$ cat config.mk
export PLATFORM = sky130hd
export DESIGN_NAME = smp_response_frame_builder
export DESIGN_NICKNAME = d
export VERILOG_FILES = /design/src/design/smp_resp_pkg.sv /design/src/design/smp_byte_fifo.sv /design/src/design/smp_result_eval.sv /design/src/design/smp_response_frame_builder.sv
export SDC_FILE = /design/constraint.sdc
export NUM_CORES = 1
export LEC_CHECK = 0
export BUFFER_PORTS_ARGS = -buffer_cell sky130_fd_sc_hd__buf_2
export CAP_MARGIN = 20
export CORE_ASPECT_RATIO = 1.25
export CORE_MARGIN = 1.5
export CORE_UTILIZATION = 46
export DETAILED_ROUTE_END_ITERATION = 10
export PLACE_DENSITY = 0.75
export SLEW_MARGIN = 20
export SYNTH_ARGS = -nofsm -noshare
export SYNTH_HDL_FRONTEND = slang
export SYNTH_SLANG_ARGS = --single-unit
$ cat constraint.sdc
create_clock -name ref_clk_in -period 2.98 [get_ports ref_clk_in]
set_input_delay 0.596 -clock ref_clk_in [delete_from_list [all_inputs] [get_ports ref_clk_in]]
set_output_delay 0.596 -clock ref_clk_in [all_outputs]
set_load 0.01 [all_outputs]
$ cat src/design/smp_resp_pkg.sv
// shared constants and types for the smp response frame builder
package smp_resp_pkg;
  // datapath shape
  localparam int unsigned BYTE_W     = 8;
  localparam int unsigned POS_W      = 11;
  localparam int unsigned FIFO_DEPTH = 4;
  localparam int unsigned FIFO_W     = 10;
  // fixed byte values
  localparam logic [7:0] FRAME_TYPE_RESP = 8'h41;
  localparam logic [7:0] RESERVED_BYTE   = 8'h00;
  localparam logic [7:0] FILL_BYTE       = 8'h00;
  localparam logic [7:0] CRC_SLOT_BYTE   = 8'h00;
  // result codes
  localparam logic [7:0] RES_ACCEPTED     = 8'h00;
  localparam logic [7:0] RES_UNKNOWN_FUNC = 8'h01;
  localparam logic [7:0] RES_FAILED       = 8'h02;
  localparam logic [7:0] RES_BAD_LENGTH   = 8'h03;
  localparam logic [7:0] RES_NO_PHY       = 8'h10;
  localparam logic [7:0] RES_NO_INDEX     = 8'h11;
  localparam logic [7:0] RES_NO_SATA      = 8'h12;
  localparam logic [7:0] RES_BAD_PHY_OP   = 8'h13;
  localparam logic [7:0] RES_BAD_TEST     = 8'h14;
  localparam logic [7:0] RES_TEST_BUSY    = 8'h15;
  localparam logic [7:0] RES_PHY_VACANT   = 8'h16;
  // supported function codes
  localparam logic [7:0] FN_GENERAL  = 8'h00;
  localparam logic [7:0] FN_MANUF    = 8'h01;
  localparam logic [7:0] FN_DISCOVER = 8'h10;
  localparam logic [7:0] FN_ERR_LOG  = 8'h11;
  localparam logic [7:0] FN_PHY_SATA = 8'h12;
  localparam logic [7:0] FN_ROUTE_RD = 8'h13;
  localparam logic [7:0] FN_ROUTE_WR = 8'h90;
  localparam logic [7:0] FN_PHY_CTRL = 8'h91;
  localparam logic [7:0] FN_PHY_TEST = 8'h92;
  // request frame sizes in bytes, crc included
  localparam logic [10:0] LEN_SHORT = 11'h008;
  localparam logic [10:0] LEN_PHY   = 11'h010;
  localparam logic [10:0] LEN_OUT   = 11'h02c;
  // response frame layout, byte positions
  localparam logic [10:0] POS_TYPE     = 11'h000;
  localparam logic [10:0] POS_FUNC     = 11'h001;
  localparam logic [10:0] POS_RESULT   = 11'h002;
  localparam logic [10:0] POS_RSVD     = 11'h003;
  localparam logic [10:0] POS_PAY_LAST = 11'h403;
  localparam logic [10:0] POS_FRAME_MAX = 11'h408;
  localparam logic [1:0]  ALIGN_ZERO   = 2'h0;
  localparam logic [1:0]  CRC_LAST_IDX = 2'h3;
  typedef enum logic [2:0] {
    st_idle, st_eval, st_hdr, st_pay, st_drop, st_fill, st_crc
  } state_type;
endpackage : smp_resp_pkg

$ cat src/design/smp_byte_fifo.sv
// small shift fifo whose head entry is the output register
`timescale 1ns/10ps
module smp_byte_fifo #(
  parameter int unsigned WIDTH = 10,
  parameter int unsigned DEPTH = 4
) (
  // clock and reset
  input  wire logic             clk_in,
  input  wire logic             rst_in,
  // filling side
  input  wire logic             in_valid_in,
  input  wire logic [WIDTH-1:0] in_data_in,
  output logic                  in_ready_out,
  output logic                  room_out,
  // draining side
  output logic                  out_valid_out,
  output logic [WIDTH-1:0]      out_data_out,
  input  wire logic             out_ready_in
);
  localparam int unsigned CNT_W = $clog2(DEPTH + 1);

  logic [WIDTH-1:0] mem [DEPTH];
  logic [CNT_W-1:0] count;
  logic [CNT_W-1:0] next_count;
  logic             push;
  logic             pop;
  int               wr_idx;

  assign in_ready_out = (count != CNT_W'(DEPTH));
  assign push         = in_valid_in && in_ready_out;
  assign pop          = out_valid_out && out_ready_in;
  assign out_data_out = mem[0];

  always_comb begin
    next_count = CNT_W'(count + CNT_W'(push) - CNT_W'(pop));
    wr_idx     = int'(count) - (pop ? 1 : 0);
  end

  // room flag is taken from next_count, so it does not lag count; it keeps a spare slot for registered ready
  always_ff @(posedge clk_in or posedge rst_in) begin
    if (rst_in) begin
      count         <= '0;
      out_valid_out <= 1'b0;
      room_out      <= 1'b1;
    end else begin
      count         <= next_count;
      out_valid_out <= (next_count != '0);
      room_out      <= (next_count <= CNT_W'(DEPTH - 2));
    end
  end

  always_ff @(posedge clk_in or posedge rst_in) begin
    if (rst_in) begin
      for (int i = 0; i < DEPTH; i++) begin
        mem[i] <= '0;
      end
    end else begin
      for (int i = 0; i < DEPTH; i++) begin
        if (push && i == wr_idx) begin
          mem[i] <= in_data_in;
        end else if (pop && i < DEPTH - 1) begin
          mem[i] <= mem[(i + 1) % DEPTH];
        end
      end
    end
  end
endmodule : smp_byte_fifo

$ cat src/design/smp_result_eval.sv
// picks the one function result code for a request
`timescale 1ns/10ps
module smp_result_eval
  import smp_resp_pkg::*;
(
  // clock and reset
  input  wire logic        clk_in,
  input  wire logic        rst_in,
  // request facts
  input  wire logic        load_in,
  input  wire logic [7:0]  function_in,
  input  wire logic [10:0] length_in,
  input  wire logic [7:0]  phy_id_in,
  input  wire logic [7:0]  num_phys_in,
  input  wire logic        phy_vacant_in,
  input  wire logic        table_route_in,
  input  wire logic [15:0] route_index_in,
  input  wire logic [15:0] max_route_index_in,
  input  wire logic        phy_stp_in,
  input  wire logic        sata_sel_op_in,
  input  wire logic        phy_op_known_in,
  input  wire logic        test_fn_known_in,
  input  wire logic        test_busy_in,
  input  wire logic        failed_in,
  // verdict
  output logic [7:0]       result_out
);
  logic        supported;
  logic        phy_based;
  logic        vacant_chk;
  logic [10:0] size;
  logic [7:0]  next_result;

  always_comb begin
    supported  = 1'b1;
    phy_based  = 1'b1;
    vacant_chk = 1'b1;
    size       = LEN_PHY;
    unique case (function_in)
      FN_GENERAL, FN_MANUF: begin
        phy_based = 1'b0;
        size      = LEN_SHORT;
      end
      FN_DISCOVER, FN_ERR_LOG, FN_PHY_SATA, FN_ROUTE_RD: supported = 1'b1;
      FN_ROUTE_WR, FN_PHY_CTRL: size = LEN_OUT;
      FN_PHY_TEST: begin
        size       = LEN_OUT;
        vacant_chk = 1'b0;
      end
      default: begin
        supported = 1'b0;
        phy_based = 1'b0;
      end
    endcase
  end

  // first matching check wins, so exactly one code goes out
  always_comb begin
    if (!supported) next_result = RES_UNKNOWN_FUNC;
    else if (length_in != size) next_result = RES_BAD_LENGTH;
    else if (phy_based && phy_id_in >= num_phys_in) next_result = RES_NO_PHY;
    else if (phy_based && vacant_chk && phy_vacant_in) next_result = RES_PHY_VACANT;
    else if ((function_in == FN_PHY_SATA || (function_in == FN_PHY_CTRL && sata_sel_op_in))
             && !phy_stp_in) next_result = RES_NO_SATA;
    else if ((function_in == FN_ROUTE_RD || function_in == FN_ROUTE_WR)
             && (!table_route_in || route_index_in > max_route_index_in))
      next_result = RES_NO_INDEX;
    else if (function_in == FN_PHY_CTRL && !phy_op_known_in) next_result = RES_BAD_PHY_OP;
    else if (function_in == FN_PHY_TEST && !test_fn_known_in) next_result = RES_BAD_TEST;
    else if (function_in == FN_PHY_TEST && test_busy_in) next_result = RES_TEST_BUSY;
    else if (failed_in) next_result = RES_FAILED;
    else next_result = RES_ACCEPTED;
  end

  always_ff @(posedge clk_in or posedge rst_in) begin
    if (rst_in) begin
      result_out <= RES_ACCEPTED;
    end else if (load_in) begin
      result_out <= next_result;
    end
  end
endmodule : smp_result_eval

$ cat src/design/smp_response_frame_builder.sv
// smp response frame builder: header, payload, fill and crc slots
`timescale 1ns/10ps
// Summary of operation
// - byte 0 carries response type 41h
// - byte 1 echoes the request function code
// - accepted function reports 00h with payload
// - unsupported function reports 01h
// - supported but failed function reports 02h
// - wrong request length reports 03h
// - nonexistent phy reports 10h
// - bad route phy or index reports 11h
// - phy not in stp port reports 12h
// - unknown phy operation reports 13h, no effect
// - unknown phy test function reports 14h
// - phy already testing reports 15h
// - inaccessible phy in range reports 16h, except on the phy test function
// - payload capped at 1024, frame 1032
// - four header bytes, payload from byte 4
// - fill bytes align crc to four bytes
// - fill byte contents carry no meaning
// - four crc bytes end every frame
// - per-function request sizes detect length errors
module smp_response_frame_builder
  import smp_resp_pkg::*;
(
  // clock and reset
  input  wire logic        ref_clk_in,
  input  wire logic        rst_in,
  // request taken from the receive side
  input  wire logic        req_valid_in,
  input  wire logic [7:0]  req_function_in,
  input  wire logic [10:0] req_length_in,
  input  wire logic        req_payload_in,
  output logic             req_ready_out,
  // facts about the addressed phy
  input  wire logic [7:0]  req_phy_id_in,
  input  wire logic [7:0]  num_phys_in,
  input  wire logic        phy_vacant_in,
  input  wire logic        phy_table_route_in,
  input  wire logic [15:0] route_index_in,
  input  wire logic [15:0] max_route_index_in,
  input  wire logic        phy_stp_in,
  input  wire logic        sata_sel_op_in,
  input  wire logic        phy_op_known_in,
  input  wire logic        test_fn_known_in,
  input  wire logic        test_busy_in,
  input  wire logic        func_failed_in,
  // go-ahead for the function to take effect
  output logic             commit_out,
  output logic [7:0]       result_out,
  // additional response bytes from the function logic
  input  wire logic        pay_valid_in,
  input  wire logic [7:0]  pay_data_in,
  input  wire logic        pay_last_in,
  output logic             pay_ready_out,
  // response byte stream toward the transport layer
  output logic             tx_valid_out,
  output logic [7:0]       tx_data_out,
  output logic             tx_crc_slot_out,
  output logic             tx_last_out,
  input  wire logic        tx_ready_in
);

  state_type          state;
  state_type          next_state;
  logic [POS_W-1:0]   pos;
  logic [1:0]         crc_cnt;
  logic [7:0]         func_q;
  logic               pay_q;
  logic [7:0]         result;
  logic               take;
  logic               pay_take;
  logic               push;
  logic [FIFO_W-1:0]  push_data;
  logic               fifo_in_ready;
  logic               fifo_room;
  logic [FIFO_W-1:0]  fifo_out;

  assign take     = req_valid_in && req_ready_out;
  assign pay_take = pay_valid_in && pay_ready_out;

  // verdict is registered on the same edge that takes the request
  smp_result_eval u_eval (
    .clk_in             (ref_clk_in),
    .rst_in             (rst_in),
    .load_in            (take),
    .function_in        (req_function_in),
    .length_in          (req_length_in),
    .phy_id_in          (req_phy_id_in),
    .num_phys_in        (num_phys_in),
    .phy_vacant_in      (phy_vacant_in),
    .table_route_in     (phy_table_route_in),
    .route_index_in     (route_index_in),
    .max_route_index_in (max_route_index_in),
    .phy_stp_in         (phy_stp_in),
    .sata_sel_op_in     (sata_sel_op_in),
    .phy_op_known_in    (phy_op_known_in),
    .test_fn_known_in   (test_fn_known_in),
    .test_busy_in       (test_busy_in),
    .failed_in          (func_failed_in),
    .result_out         (result)
  );

  // output stream buffer; tx back-pressure stalls every byte source
  smp_byte_fifo #(
    .WIDTH (FIFO_W),
    .DEPTH (FIFO_DEPTH)
  ) u_fifo (
    .clk_in        (ref_clk_in),
    .rst_in        (rst_in),
    .in_valid_in   (push),
    .in_data_in    (push_data),
    .in_ready_out  (fifo_in_ready),
    .room_out      (fifo_room),
    .out_valid_out (tx_valid_out),
    .out_data_out  (fifo_out),
    .out_ready_in  (tx_ready_in)
  );

  assign tx_data_out     = fifo_out[BYTE_W-1:0];
  assign tx_crc_slot_out = fifo_out[BYTE_W];
  assign tx_last_out     = fifo_out[BYTE_W+1];

  // frame sequencing
  always_comb begin
    next_state = state;
    unique case (state)
      st_idle: begin
        if (take) next_state = st_eval;
      end
      st_eval: next_state = st_hdr;
      st_hdr: begin
        if (push && pos == POS_RSVD) begin
          if (!pay_q) next_state = st_fill;
          else if (result == RES_ACCEPTED) next_state = st_pay;
          else next_state = st_drop;
        end
      end
      st_pay: begin
        if (pay_take && pay_last_in) next_state = st_fill;
        else if (pay_take && pos == POS_PAY_LAST) next_state = st_drop;
      end
      st_drop: begin
        if (pay_take && pay_last_in) next_state = st_fill;
      end
      st_fill: begin
        if (pos[1:0] == ALIGN_ZERO) next_state = st_crc;
      end
      st_crc: begin
        if (push && crc_cnt == CRC_LAST_IDX) next_state = st_idle;
      end
    endcase
  end

  always_ff @(posedge ref_clk_in or posedge rst_in) begin
    if (rst_in) begin
      state <= st_idle;
    end else begin
      state <= next_state;
    end
  end

  // byte selection for each frame section
  always_comb begin
    push      = 1'b0;
    push_data = {1'b0, 1'b0, FILL_BYTE};
    unique case (state)
      st_hdr: begin
        push = fifo_in_ready;
        unique case (pos)
          POS_TYPE:   push_data = {1'b0, 1'b0, FRAME_TYPE_RESP};
          POS_FUNC:   push_data = {1'b0, 1'b0, func_q};
          POS_RESULT: push_data = {1'b0, 1'b0, result};
          default:    push_data = {1'b0, 1'b0, RESERVED_BYTE};
        endcase
      end
      st_pay: begin
        push      = pay_take;
        push_data = {1'b0, 1'b0, pay_data_in};
      end
      st_fill: begin
        // fill value is arbitrary; zero keeps the stream easy to read
        push = fifo_in_ready && (pos[1:0] != ALIGN_ZERO);
      end
      st_crc: begin
        // crc itself is inserted downstream in these marked slots
        push      = fifo_in_ready;
        push_data = {crc_cnt == CRC_LAST_IDX, 1'b1, CRC_SLOT_BYTE};
      end
      st_idle, st_eval, st_drop: push = 1'b0;
    endcase
  end

  // byte position within the frame
  always_ff @(posedge ref_clk_in or posedge rst_in) begin
    if (rst_in) begin
      pos <= POS_TYPE;
    end else if (state == st_idle) begin
      pos <= POS_TYPE;
    end else if (push) begin
      pos <= POS_W'(pos + 1'b1);
    end
  end

  always_ff @(posedge ref_clk_in or posedge rst_in) begin
    if (rst_in) begin
      crc_cnt <= '0;
    end else if (state != st_crc) begin
      crc_cnt <= '0;
    end else if (push) begin
      crc_cnt <= 2'(crc_cnt + 1'b1);
    end
  end

  // request fields held for the whole frame
  always_ff @(posedge ref_clk_in or posedge rst_in) begin
    if (rst_in) begin
      func_q <= 8'h00;
      pay_q  <= 1'b0;
    end else if (take) begin
      func_q <= req_function_in;
      pay_q  <= req_payload_in;
    end
  end

  // registered handshakes
  always_ff @(posedge ref_clk_in or posedge rst_in) begin
    if (rst_in) begin
      req_ready_out <= 1'b1;
    end else begin
      req_ready_out <= (next_state == st_idle);
    end
  end

  // payload ready looks one cycle behind, so it uses the spare-slot flag
  always_ff @(posedge ref_clk_in or posedge rst_in) begin
    if (rst_in) begin
      pay_ready_out <= 1'b0;
    end else begin
      pay_ready_out <= (next_state == st_pay && fifo_room) || next_state == st_drop;
    end
  end

  // a rejected request never gets its go-ahead, so no state changes
  always_ff @(posedge ref_clk_in or posedge rst_in) begin
    if (rst_in) begin
      commit_out <= 1'b0;
      result_out <= RES_ACCEPTED;
    end else begin
      commit_out <= (state == st_eval) && (result == RES_ACCEPTED);
      if (state == st_eval) begin
        result_out <= result;
      end
    end
  end
endmodule : smp_response_frame_builder

==> impl_metrics.ini, run 1 <==
[outcome]
status = completed

[setup_path]
endpoint_kind = flip-flop
cp_max_fo = 5
reg2reg_depth = 9
r2r_slack_ns = 0.33
arrival_ns = 2.86
r2r_end = u_fifo.out_valid_out$_DFF_PP0_
regToRegStartpoint = pos[0]$_DFFE_PP0P_
worst_setup_path_start_kind = flip-flop
crit_type = flip-flop to flip-flop
worstPathRequired_ns = 3.19
cp-startpoint = pos[0]$_DFFE_PP0P_

[timing]
fin_crit_ns = 2.65
fmaxAchievable_mhz = 377
timing.final.ws_setup_ns = 0.330
slew_headroom_pct = 50.9
fin_setup_tns_ns = 0
tightest_slew_ns = 0.736
rsz0062_at_grt = no
finalHoldViolations = 0
setup_viol_count_final = 0
fin_crit_sh_pct = 88.9
skew_ns = 0.00570
maxSlewViolCount = 0

[synthesis]
yosys.area.top_type = dfrtp_1
yosysUniqueCellTypes = 61
yosysMostFrequentCell = dfrtp_1
netlist_area_um2 = 5080
synth_edf_count = 0
yosys-top-cells-count = dfrtp_1 (79), nand2_1 (47), inv_1 (38)
synthTopCellsByArea = dfrtp_1 (39%), ha_1 (8.6%), mux2_2 (5.1%), nand2_1 (3.5%), a21oi_1 (3.3%)
synth_warnings = 0
avgSynthCellArea_um2 = 9.50
yosysSeqAreaShare_pct = 39.9
synthCells = 535
async_flop_share_pct = 100
synth_top_area_share_pct = 38.9
synth_ff_type = dfrtp_1
ys_seq_elements = 81

[clocking]
postCtsSetupBuffers = 0
cts.sinks = 81
clockBufferDepth = 2
htreeDepth = 3
hold_buffers = 0
clk_pin_slew_ns = 0.06
cts-root-buf = clkbuf_16
cts_resized = 0
clk_latency_ns = 0.34
cts_tree = yes
numCtsBuffers = 9

[global_route]
grt_usage_pct = 20.7
grt_max_degree = 48
antenna_found_initial = 0
grt_overflow = 0
grt_pass1_vias = 4252
grt_pass1_wl_mm = 19.6

[finish]
fill_cells = 917
drive_gt1_share_pct = 27.5
fin_nets = 760
area_delta_synth_final_pct = 18.8
fin_cells = 771
antennaDiodeCount = 0

[power]
ir_drop_uv = 345
power_mw = 4.58
p_comb_share_pct = 39.7
clock_power_share_pct = 23.8
p_switching_mw = 1.65
swShare_pct = 36.0
p_leak_nw = 2.98
p_seq_share_pct = 36.5
p_int_mw = 2.93
p_per_area_nw_per_um2 = 758

[drt]
drt_iter0_markers = 249
drc_errors = 0
vias_per_cell = 5.61
antenna_left = 0
routed_wl_mm = 11.5
dr.pass1.iters = 5
drt-wirelength-per-cell_um = 15.0
num_vias = 4322

[placement]
gp_congestion = 0.875
hpwlAfterDp_mm = 8.91
placed_cells = 755
io_buffer_count = 107
dp_slack_ns = 0.0763

[worst_hold_path]
worstHoldPathType = primary input to async pin

[floorplan]
ios = 112
core_um2 = 10700
die-area_um2 = 11700
num_rows = 42
start_util_pct = 47.6
die_h_um = 121
die_x_um = 97.0

[job]
cap_violations = 0
state kept, by name, indices dropped and copies added (netlist names):
| name | cells |
|---|---|
| u_fifo.room_out | 1 |
| func_q | 8 |
| result_out | 4 |
| pos | 11 |
| u_fifo.out_valid_out | 1 |
| u_fifo.out_data_out | 10 |
| u_fifo.count | 3 |
| state | 3 |
| commit_out | 1 |
| req_ready_out | 1 |
| crc_cnt | 2 |
| u_fifo.mem | 30 |
| pay_ready_out | 1 |
| u_eval.result_out | 4 |
| pay_q | 1 |
metrics by stage:
stage	instance area, um^2	util, %	hold WS (ns)
floorplan	5090	-	0.446
global placement	5740	53.8	0.463
detailed placement	5740	53.8	0.478
CTS	6030	56.6	0.404
global route	6030	56.6	0.454
finish	6030	56.6	0.387
power by group through the flow:
stage          logic [mW]  clock network, mW  registers (mW)
2_1_floorplan        1.34                  0            1.64
4_1_cts              1.83               1.12            1.67
3_3_place_gp         1.72                  0            1.67
6_report             1.82               1.09            1.67
5_1_grt              2.04               1.17            1.71
3_5_place_dp         1.80                  0            1.69
cell families after synthesis:
logic type	after synthesis	synth area share, %
AOI/OAI and AO/OA	119	15.6
xor gates and xnor gates	12	2.07
adders and majority gates	36	9.01
buffers and inverters	74	6.43
DFF	81	39.9
muxes	37	7.86
other	1	0.0738
and+or+nand+nor	175	19.0
placed cells by master, fill, tap and decap left out, types with 16 or more instances in the layout:
cell type / synthesis / layout
nand2_1: 47 / 47
o21ai_0: 29 / 29
mux2_2: 23 / 23
inv_1: 38 / 37
a21oi_1: 34 / 34
a211oi_1: 16 / 16
dfrtp_1: 79 / 79
buf_2: 3 / 107
ha_1: 35 / 35
nor2_1: 27 / 27
worst max-delay path, stage by stage (launching register included):
cell and delay [ns]:
dfrtp_1 0.42, inv_1 0.08, ha_1 0.25, nor2b_1 0.27
nand3b_1 0.12, a31oi_1 0.21, and2_1 0.15, ha_1 0.16
fa_1 0.45, or3_1 0.40
how the worst max path moves through the flow:
stage,endpoint,slack [ns],cells after the start
finish,u_fifo.out_valid_out$_DFF_PP0_,0.33,9
global route,u_fifo.mem[5]$_DFFE_PP0P_,0.1,11
CTS,u_fifo.out_valid_out$_DFF_PP0_,0.34,9
detailed placement,u_fifo.mem[5]$_DFFE_PP0P_,0.08,12
global placement,u_fifo.mem[0]$_DFFE_PP0P_,0.19,12
floorplan,u_fifo.out_valid_out$_DFF_PP0_,0.004,10
area by class of cell:
| class | count | area [um^2] | area share [%] |
|---|---|---|---|
| Multi-Input combinational cell | 383 | 2750 | 45.5 |
| Clock inverter | 5 | 55.1 | 0.912 |
| Timing Repair Buffer | 121 | 653 | 10.8 |
| Tap cell | 132 | 165 | 2.74 |
| Sequential cell | 81 | 2030 | 33.6 |
| Clock buffer | 11 | 243 | 4.02 |
| Inverter | 38 | 143 | 2.36 |
per-layer routing:
metal	global-route usage (%)	up-vias	wire length, um
met3	4.57	17	593
met5	0	-	0
met1	25.1	2050	4870
met2	36.4	141	5880
li1	-	2114	-
met4	6.97	0	195
Note: power is estimated with default switching activity, not from simulation.
==> run 2, diff against run 1 <==
--- a/config.mk
+++ b/config.mk
@@ -11,8 +11,9 @@
 export CORE_MARGIN = 1.5
 export CORE_UTILIZATION = 46
 export DETAILED_ROUTE_END_ITERATION = 10
-export PLACE_DENSITY = 0.75
+export PLACE_DENSITY = 0.74
 export SLEW_MARGIN = 20
 export SYNTH_ARGS = -nofsm -noshare
 export SYNTH_HDL_FRONTEND = slang
+export SYNTH_HIERARCHICAL = 1
 export SYNTH_SLANG_ARGS = --single-unit
==> impl_metrics.ini, run 2 <==
[drt]
top_layer = met4
num_vias = 4219
antenna_left = 0
drt-wirelength-per-cell_um = 15.7
drc_errors = 0
wl_met1_mm = 5.00
met3WireLength_um = 486
dr_wl_met2_mm = 6.38
routed_wl_mm = 12.3
vias_per_cell = 5.42
dr.pass1.iters = 4
drt_iter0_markers = 153

[synthesis]
synth_edf_count = 0
synthTopCellsByArea = dfrtp_1 (38%), mux2_2 (18%), ha_1 (7.8%), inv_1 (2.5%), buf_4 (2.1%)
synthCells = 512
netlist_area_um2 = 5470
yosysSeqAreaShare_pct = 39.0
synth_warnings = 6
yosysUniqueCellTypes = 72
yosys.area.top_type = dfrtp_1
yosysMostFrequentCell = mux2_2
async_flop_share_pct = 100
synth_ff_type = dfrtp_1
avgSynthCellArea_um2 = 10.7
yosys-top-cells-count = mux2_2 (87), dfrtp_1 (83), inv_1 (37)
synth_top_area_share_pct = 38.0
ys_seq_elements = 85

[floorplan]
die_h_um = 125
num_rows = 44
die-area_um2 = 12600
core_um2 = 11600
start_util_pct = 47.1
ios = 112
die_x_um = 101

[global_route]
grt_usage_pct = 20.8
grt_pass1_vias = 4306
antenna_found_initial = 0
grt_pass1_wl_mm = 20.6
grt_max_degree = 46
grt_overflow = 0

[timing]
rsz0062_at_grt = no
fin_crit_ns = 2.71
fmaxAchievable_mhz = 369
fin_setup_tns_ns = 0
tightest_slew_ns = 1.11
slew_headroom_pct = 25.2
maxSlewViolCount = 0
hold_ws_ns = 0.139
fin_crit_sh_pct = 91.0
finalHoldViolations = 0
skew_ns = 0.00626
setup_viol_count_final = 0

[clocking]
clk_pin_slew_ns = 0.06
hold_buffers = 0
cts_resized = 0
clk_latency_ns = 0.34
postCtsSetupBuffers = 0
cts.sinks = 85
clockBufferDepth = 2
cts_tree = yes
numCtsBuffers = 9
cts-root-buf = clkbuf_16
htreeDepth = 3

[power]
p_comb_share_pct = 18.8
p_per_area_nw_per_um2 = 440
p_leak_nw = 3.22
clock_power_share_pct = 37.8
power_mw = 2.81
ir_drop_uv = 261
p_int_mw = 2.03
p_seq_share_pct = 43.4
p_switching_mw = 0.782
swShare_pct = 27.8

[finish]
layout_common_cells = buf_2 (111), mux2_2 (87), dfrtp_1 (83)
regMostFlops = u_fifo/mem
area_delta_synth_final_pct = 16.9
largest_register_ffs = 30
fin_cells = 778
antennaDiodeCount = 0
seq_area_um2 = 2130
fin_nets = 737
fill_cells = 1026
multi_input_area_um2 = 3000
mostFrequentLayoutCell = buf_2
drive_gt1_share_pct = 39.9

[setup_path]
arrival_ns = 2.99
endpoint_kind = flip-flop
crit_type = flip-flop to flip-flop
worst_setup_path_start_kind = flip-flop
cp_max_fo = 8
worstPathRequired_ns = 3.26

[placement]
placed_cells = 762
io_buffer_count = 111
gp_congestion = 0.852
hpwlAfterDp_mm = 9.74

[worst_hold_path]
worstHoldPathType = primary input to async pin

[outcome]
status = completed

[job]
cap_violations = 0
## run 2: cell types whose count changed in the layout (fill, tap and decap cells not counted), sizes merged, moves of 6 or more
cell / previous run / this run
mux2: 23 / 87
nor3b: 6 / 0
mux2i: 14 / 1
nand2: 47 / 29
a21oi: 34 / 15
a211oi: 16 / 7
nor2: 27 / 17
o21ai: 29 / 17
and2: 15 / 7
## run 2: area by class of cell
cell class              count  share of cell area, %
clock inverters             4                  0.490
flip-flops and latches     85                   33.3
repair buffers            120                   9.75
inverters                  38                   2.23
clock buffers              12                   4.01
well taps                 161                   3.15
multi-input cells         358                   47.0
## run 2: worst max-delay path: stages (launching register included)
cell,delay (ns)
dfrtp_1,0.45
or4_4,0.58
nor3_1,0.40
o311ai_1,0.45
o21ai_0,0.52
mux2_2,0.26
## run 2: path summary, 6_finish.rpt
check                                           from                                to  slack (ns)  cells past startpoint
max                               pos[2]$_DFFE_PP0P_         u_fifo/mem[5]$_DFFE_PP0P_        0.27                      5
min reg2reg                u_fifo/mem[6]$_DFFE_PP0P_         u_fifo/mem[6]$_DFFE_PP0P_        0.50                      1
max reg2reg                       pos[2]$_DFFE_PP0P_         u_fifo/mem[5]$_DFFE_PP0P_        0.27                      5
min                                           rst_in  u_eval/result_out[4]$_DFFE_PP0P_        0.14                      2
min in group ref_clk_in               req_payload_in                 pay_q$_DFFE_PP0P_        0.49                      2
max in group asynchronous                     rst_in           req_ready_out$_DFF_PP1_        1.92                      3
## run 2: power by group through the flow
stage | Combinational, mW | Sequential [mW] | Clock (mW)
2_1_floorplan | 0.378 | 1.23 | 0
3_3_place_gp | 0.502 | 1.24 | 0
3_5_place_dp | 0.526 | 1.24 | 0
4_1_cts | 0.533 | 1.22 | 1.09
5_1_grt | 0.598 | 1.22 | 1.13
6_report | 0.528 | 1.22 | 1.06
## run 2: per-layer routing
metal,vias up,GRT usage [%]
met3,23,2.92
met1,2030,24.2
met2,118,37.1
met5,-,0
li1,2048,-
met4,0,10.0
## run 2: cell families after synthesis
group                      Yosys count  share of synthesized area [%]
DFF                                 85                           39.0
xor gates and xnor gates            12                           1.92
adders and majority gates           35                           8.15
muxes                               88                           18.1
AOI/OAI and AO/OA                   89                           11.7
buffers and inverters               72                           6.29
other                                1                         0.0686
and+or+nand+nor                    130                           14.8
## run 2: per-stage QoR
stage / utilization [%] / instance area, um^2 / worst slack [ns]
6_report: 55.0 / 6390 / 0.269
5_1_grt: 55.0 / 6390 / 0.122
4_1_cts: 55.0 / 6390 / 0.308
3_5_place_dp: 52.5 / 6100 / 0.325
3_3_place_gp: 52.5 / 6100 / 0.377
2_1_floorplan: - / 5480 / 0.202
==> run 3, diff against run 2 <==
--- a/config.mk
+++ b/config.mk
@@ -5,6 +5,7 @@
 export SDC_FILE = /design/constraint.sdc
 export NUM_CORES = 1
 export LEC_CHECK = 0
+export ABC_AREA = 1
 export BUFFER_PORTS_ARGS = -buffer_cell sky130_fd_sc_hd__buf_2
 export CAP_MARGIN = 20
 export CORE_ASPECT_RATIO = 1.25
==> impl_metrics.ini, run 3 <==
[outcome]
status = completed

[timing]
finalHoldViolations = 0
skew_ns = 0.00799
fin_crit_ns = 2.60
fin_setup_tns_ns = 0
setup_viol_count_final = 0
rsz0062_at_grt = no
fmaxAchievable_mhz = 384
fin_crit_sh_pct = 87.4
maxSlewViolCount = 0
tightest_slew_ns = 0.856
hold_ws_ns = 0.152
slew_headroom_pct = 42.9

[setup_path]
r2r_end = u_fifo/out_valid_out$_DFF_PP0_
cp_max_fo = 14
r2r_slack_ns = 0.38
reg2reg_depth = 10
worstPathRequired_ns = 3.19
worst_setup_path_start_kind = flip-flop
endpoint_kind = flip-flop
crit_type = flip-flop to flip-flop
arrival_ns = 2.82
regToRegStartpoint = pos[0]$_DFFE_PP0P_

[drt]
antenna_left = 0
drt-wirelength-per-cell_um = 12.2
dr.pass1.iters = 5
drt_iter0_markers = 206
drc_errors = 0
routed_wl_mm = 12.9
vias_per_cell = 4.91
num_vias = 5195

[floorplan]
num_rows = 45
ios = 112
start_util_pct = 46.7
die-area_um2 = 12900
die_x_um = 102
core_um2 = 12000
die_h_um = 127

[finish]
regMostFlops = u_fifo/mem
design_area_um2 = 6590
layout_common_cells = nand2_1 (249), buf_2 (111), inv_1 (103)
mostFrequentLayoutCell = nand2_1
drive_gt1_share_pct = 19.3
finalCoreUtilization_pct = 54.7
area_delta_synth_final_pct = 17.0
largest_register_ffs = 30
fill_cells = 1210
fin_nets = 1014

[clocking]
clk_latency_ns = 0.34
cts_resized = 0
numCtsBuffers = 9
cts.sinks = 85
cts_tree = yes
htreeDepth = 3
clockBufferDepth = 2
clk_pin_slew_ns = 0.06
hold_buffers = 0
cts-root-buf = clkbuf_16
postCtsSetupBuffers = 0

[global_route]
grt_overflow = 0
grt_max_degree = 32
grt_pass1_vias = 5225
antenna_found_initial = 0
grt_pass1_wl_mm = 22.3
grt_usage_pct = 21.7

[power]
p_per_area_nw_per_um2 = 448
power_mw = 2.95
ir_drop_uv = 282
p_leak_nw = 3.68

[synthesis]
yosys-top-cells-count = nand2_1 (249), inv_1 (104), nand3_1 (95)
synthTopCellsByArea = dfrtp_1 (37%), nand2_1 (17%), nand3_1 (8.4%), ha_1 (7.6%), inv_1 (6.9%)
yosysUniqueCellTypes = 44
async_flop_share_pct = 100
yosys.area.top_type = dfrtp_1
ys_seq_elements = 85
synthCells = 789
synth_edf_count = 0
avgSynthCellArea_um2 = 7.13
yosysSeqAreaShare_pct = 37.8
synth_top_area_share_pct = 36.9
synth_warnings = 6
netlist_area_um2 = 5630
synth_ff_type = dfrtp_1
yosysMostFrequentCell = nand2_1

[worst_hold_path]
worstHoldPathType = primary input to async pin

[placement]
gp_congestion = 0.897
placed_area_um2 = 6300
hpwlAfterDp_mm = 10.2
io_buffer_count = 111

[job]
cap_violations = 0
-- run 3: changes by cell type after synthesis, sizes merged, moves of 7 or more --
cell / previous run / this run
buf: 21 / 32
nand3: 12 / 99
and2: 7 / 0
nor2: 17 / 51
nand2: 29 / 252
mux2: 87 / 0
o21ai: 17 / 43
inv: 38 / 110
-- run 3: through the flow --
step                worst slack (ns)  instances
CTS                            0.379       1056
floorplan                      0.699        792
global placement               0.540       1041
finish                         0.376       1057
detailed placement             0.437       1042
global route                   0.235       1056
-- run 3: kinds of logic after synthesis --
logic type	share of synthesized area, %
xor+xnor	0.156
other cells	0.0666
buf+inv	11.5
simple gates	33.8
fa+ha+maj	7.91
flops	37.8
compound gates	8.69
-- run 3: worst max-delay path by stage --
stage                       start                              to  slack [ns]  cells after the start
6_report       pos[0]$_DFFE_PP0P_  u_fifo/out_valid_out$_DFF_PP0_        0.38                     10
5_1_grt        pos[0]$_DFFE_PP0P_  u_fifo/out_valid_out$_DFF_PP0_        0.23                     10
4_1_cts        pos[0]$_DFFE_PP0P_  u_fifo/out_valid_out$_DFF_PP0_        0.38                     10
3_5_place_dp   pos[0]$_DFFE_PP0P_  u_fifo/out_valid_out$_DFF_PP0_        0.44                     10
3_3_place_gp         pay_valid_in  u_fifo/out_valid_out$_DFF_PP0_        0.54                      8
2_1_floorplan  pos[0]$_DFFE_PP0P_  u_fifo/out_valid_out$_DFF_PP0_        0.70                     11
-- run 3: report_power, final --
group / switching (mW) / internal, mW
combinational: 0.412 / 0.227
sequential: 0.0244 / 1.19
clock: 0.450 / 0.645
total: 0.886 / 2.07
-- run 3: cell type report --
type                            count  area (um^2)  share of cell area [%]
Tap cell                          164          205                    3.11
Clock inverter                      5         62.6                   0.949
Multi-Input combinational cell    557         2860                    43.4
Timing Repair Buffer              126          688                    10.4
Sequential cell                    85         2130                    32.3
Inverter                          110          413                    6.27
Antenna cell                        1         2.50                  0.0380
Clock buffer                        9          225                    3.42
-- run 3: routing by layer --
metal	track usage (%)	vias to the layer above	wire length (um)	share of wire, %
li1	-	2707	-	-
met1	24.0	2323	5250	41
met2	39.0	130	6680	52
met3	4.74	35	592	4.6
met4	9.75	0	389	3.0
met5	0	-	0	0
-- run 3: worst max-delay path, stage by stage (launching register included) --
cell and delay (ns):
dfrtp_1 0.40, inv_1 0.15, ha_1 0.23, nor2_1 0.07, nand3_2 0.08, nand3_2 0.22
nand2_1 0.15, inv_1 0.05, ha_1 0.21, fa_1 0.50, or3_1 0.41
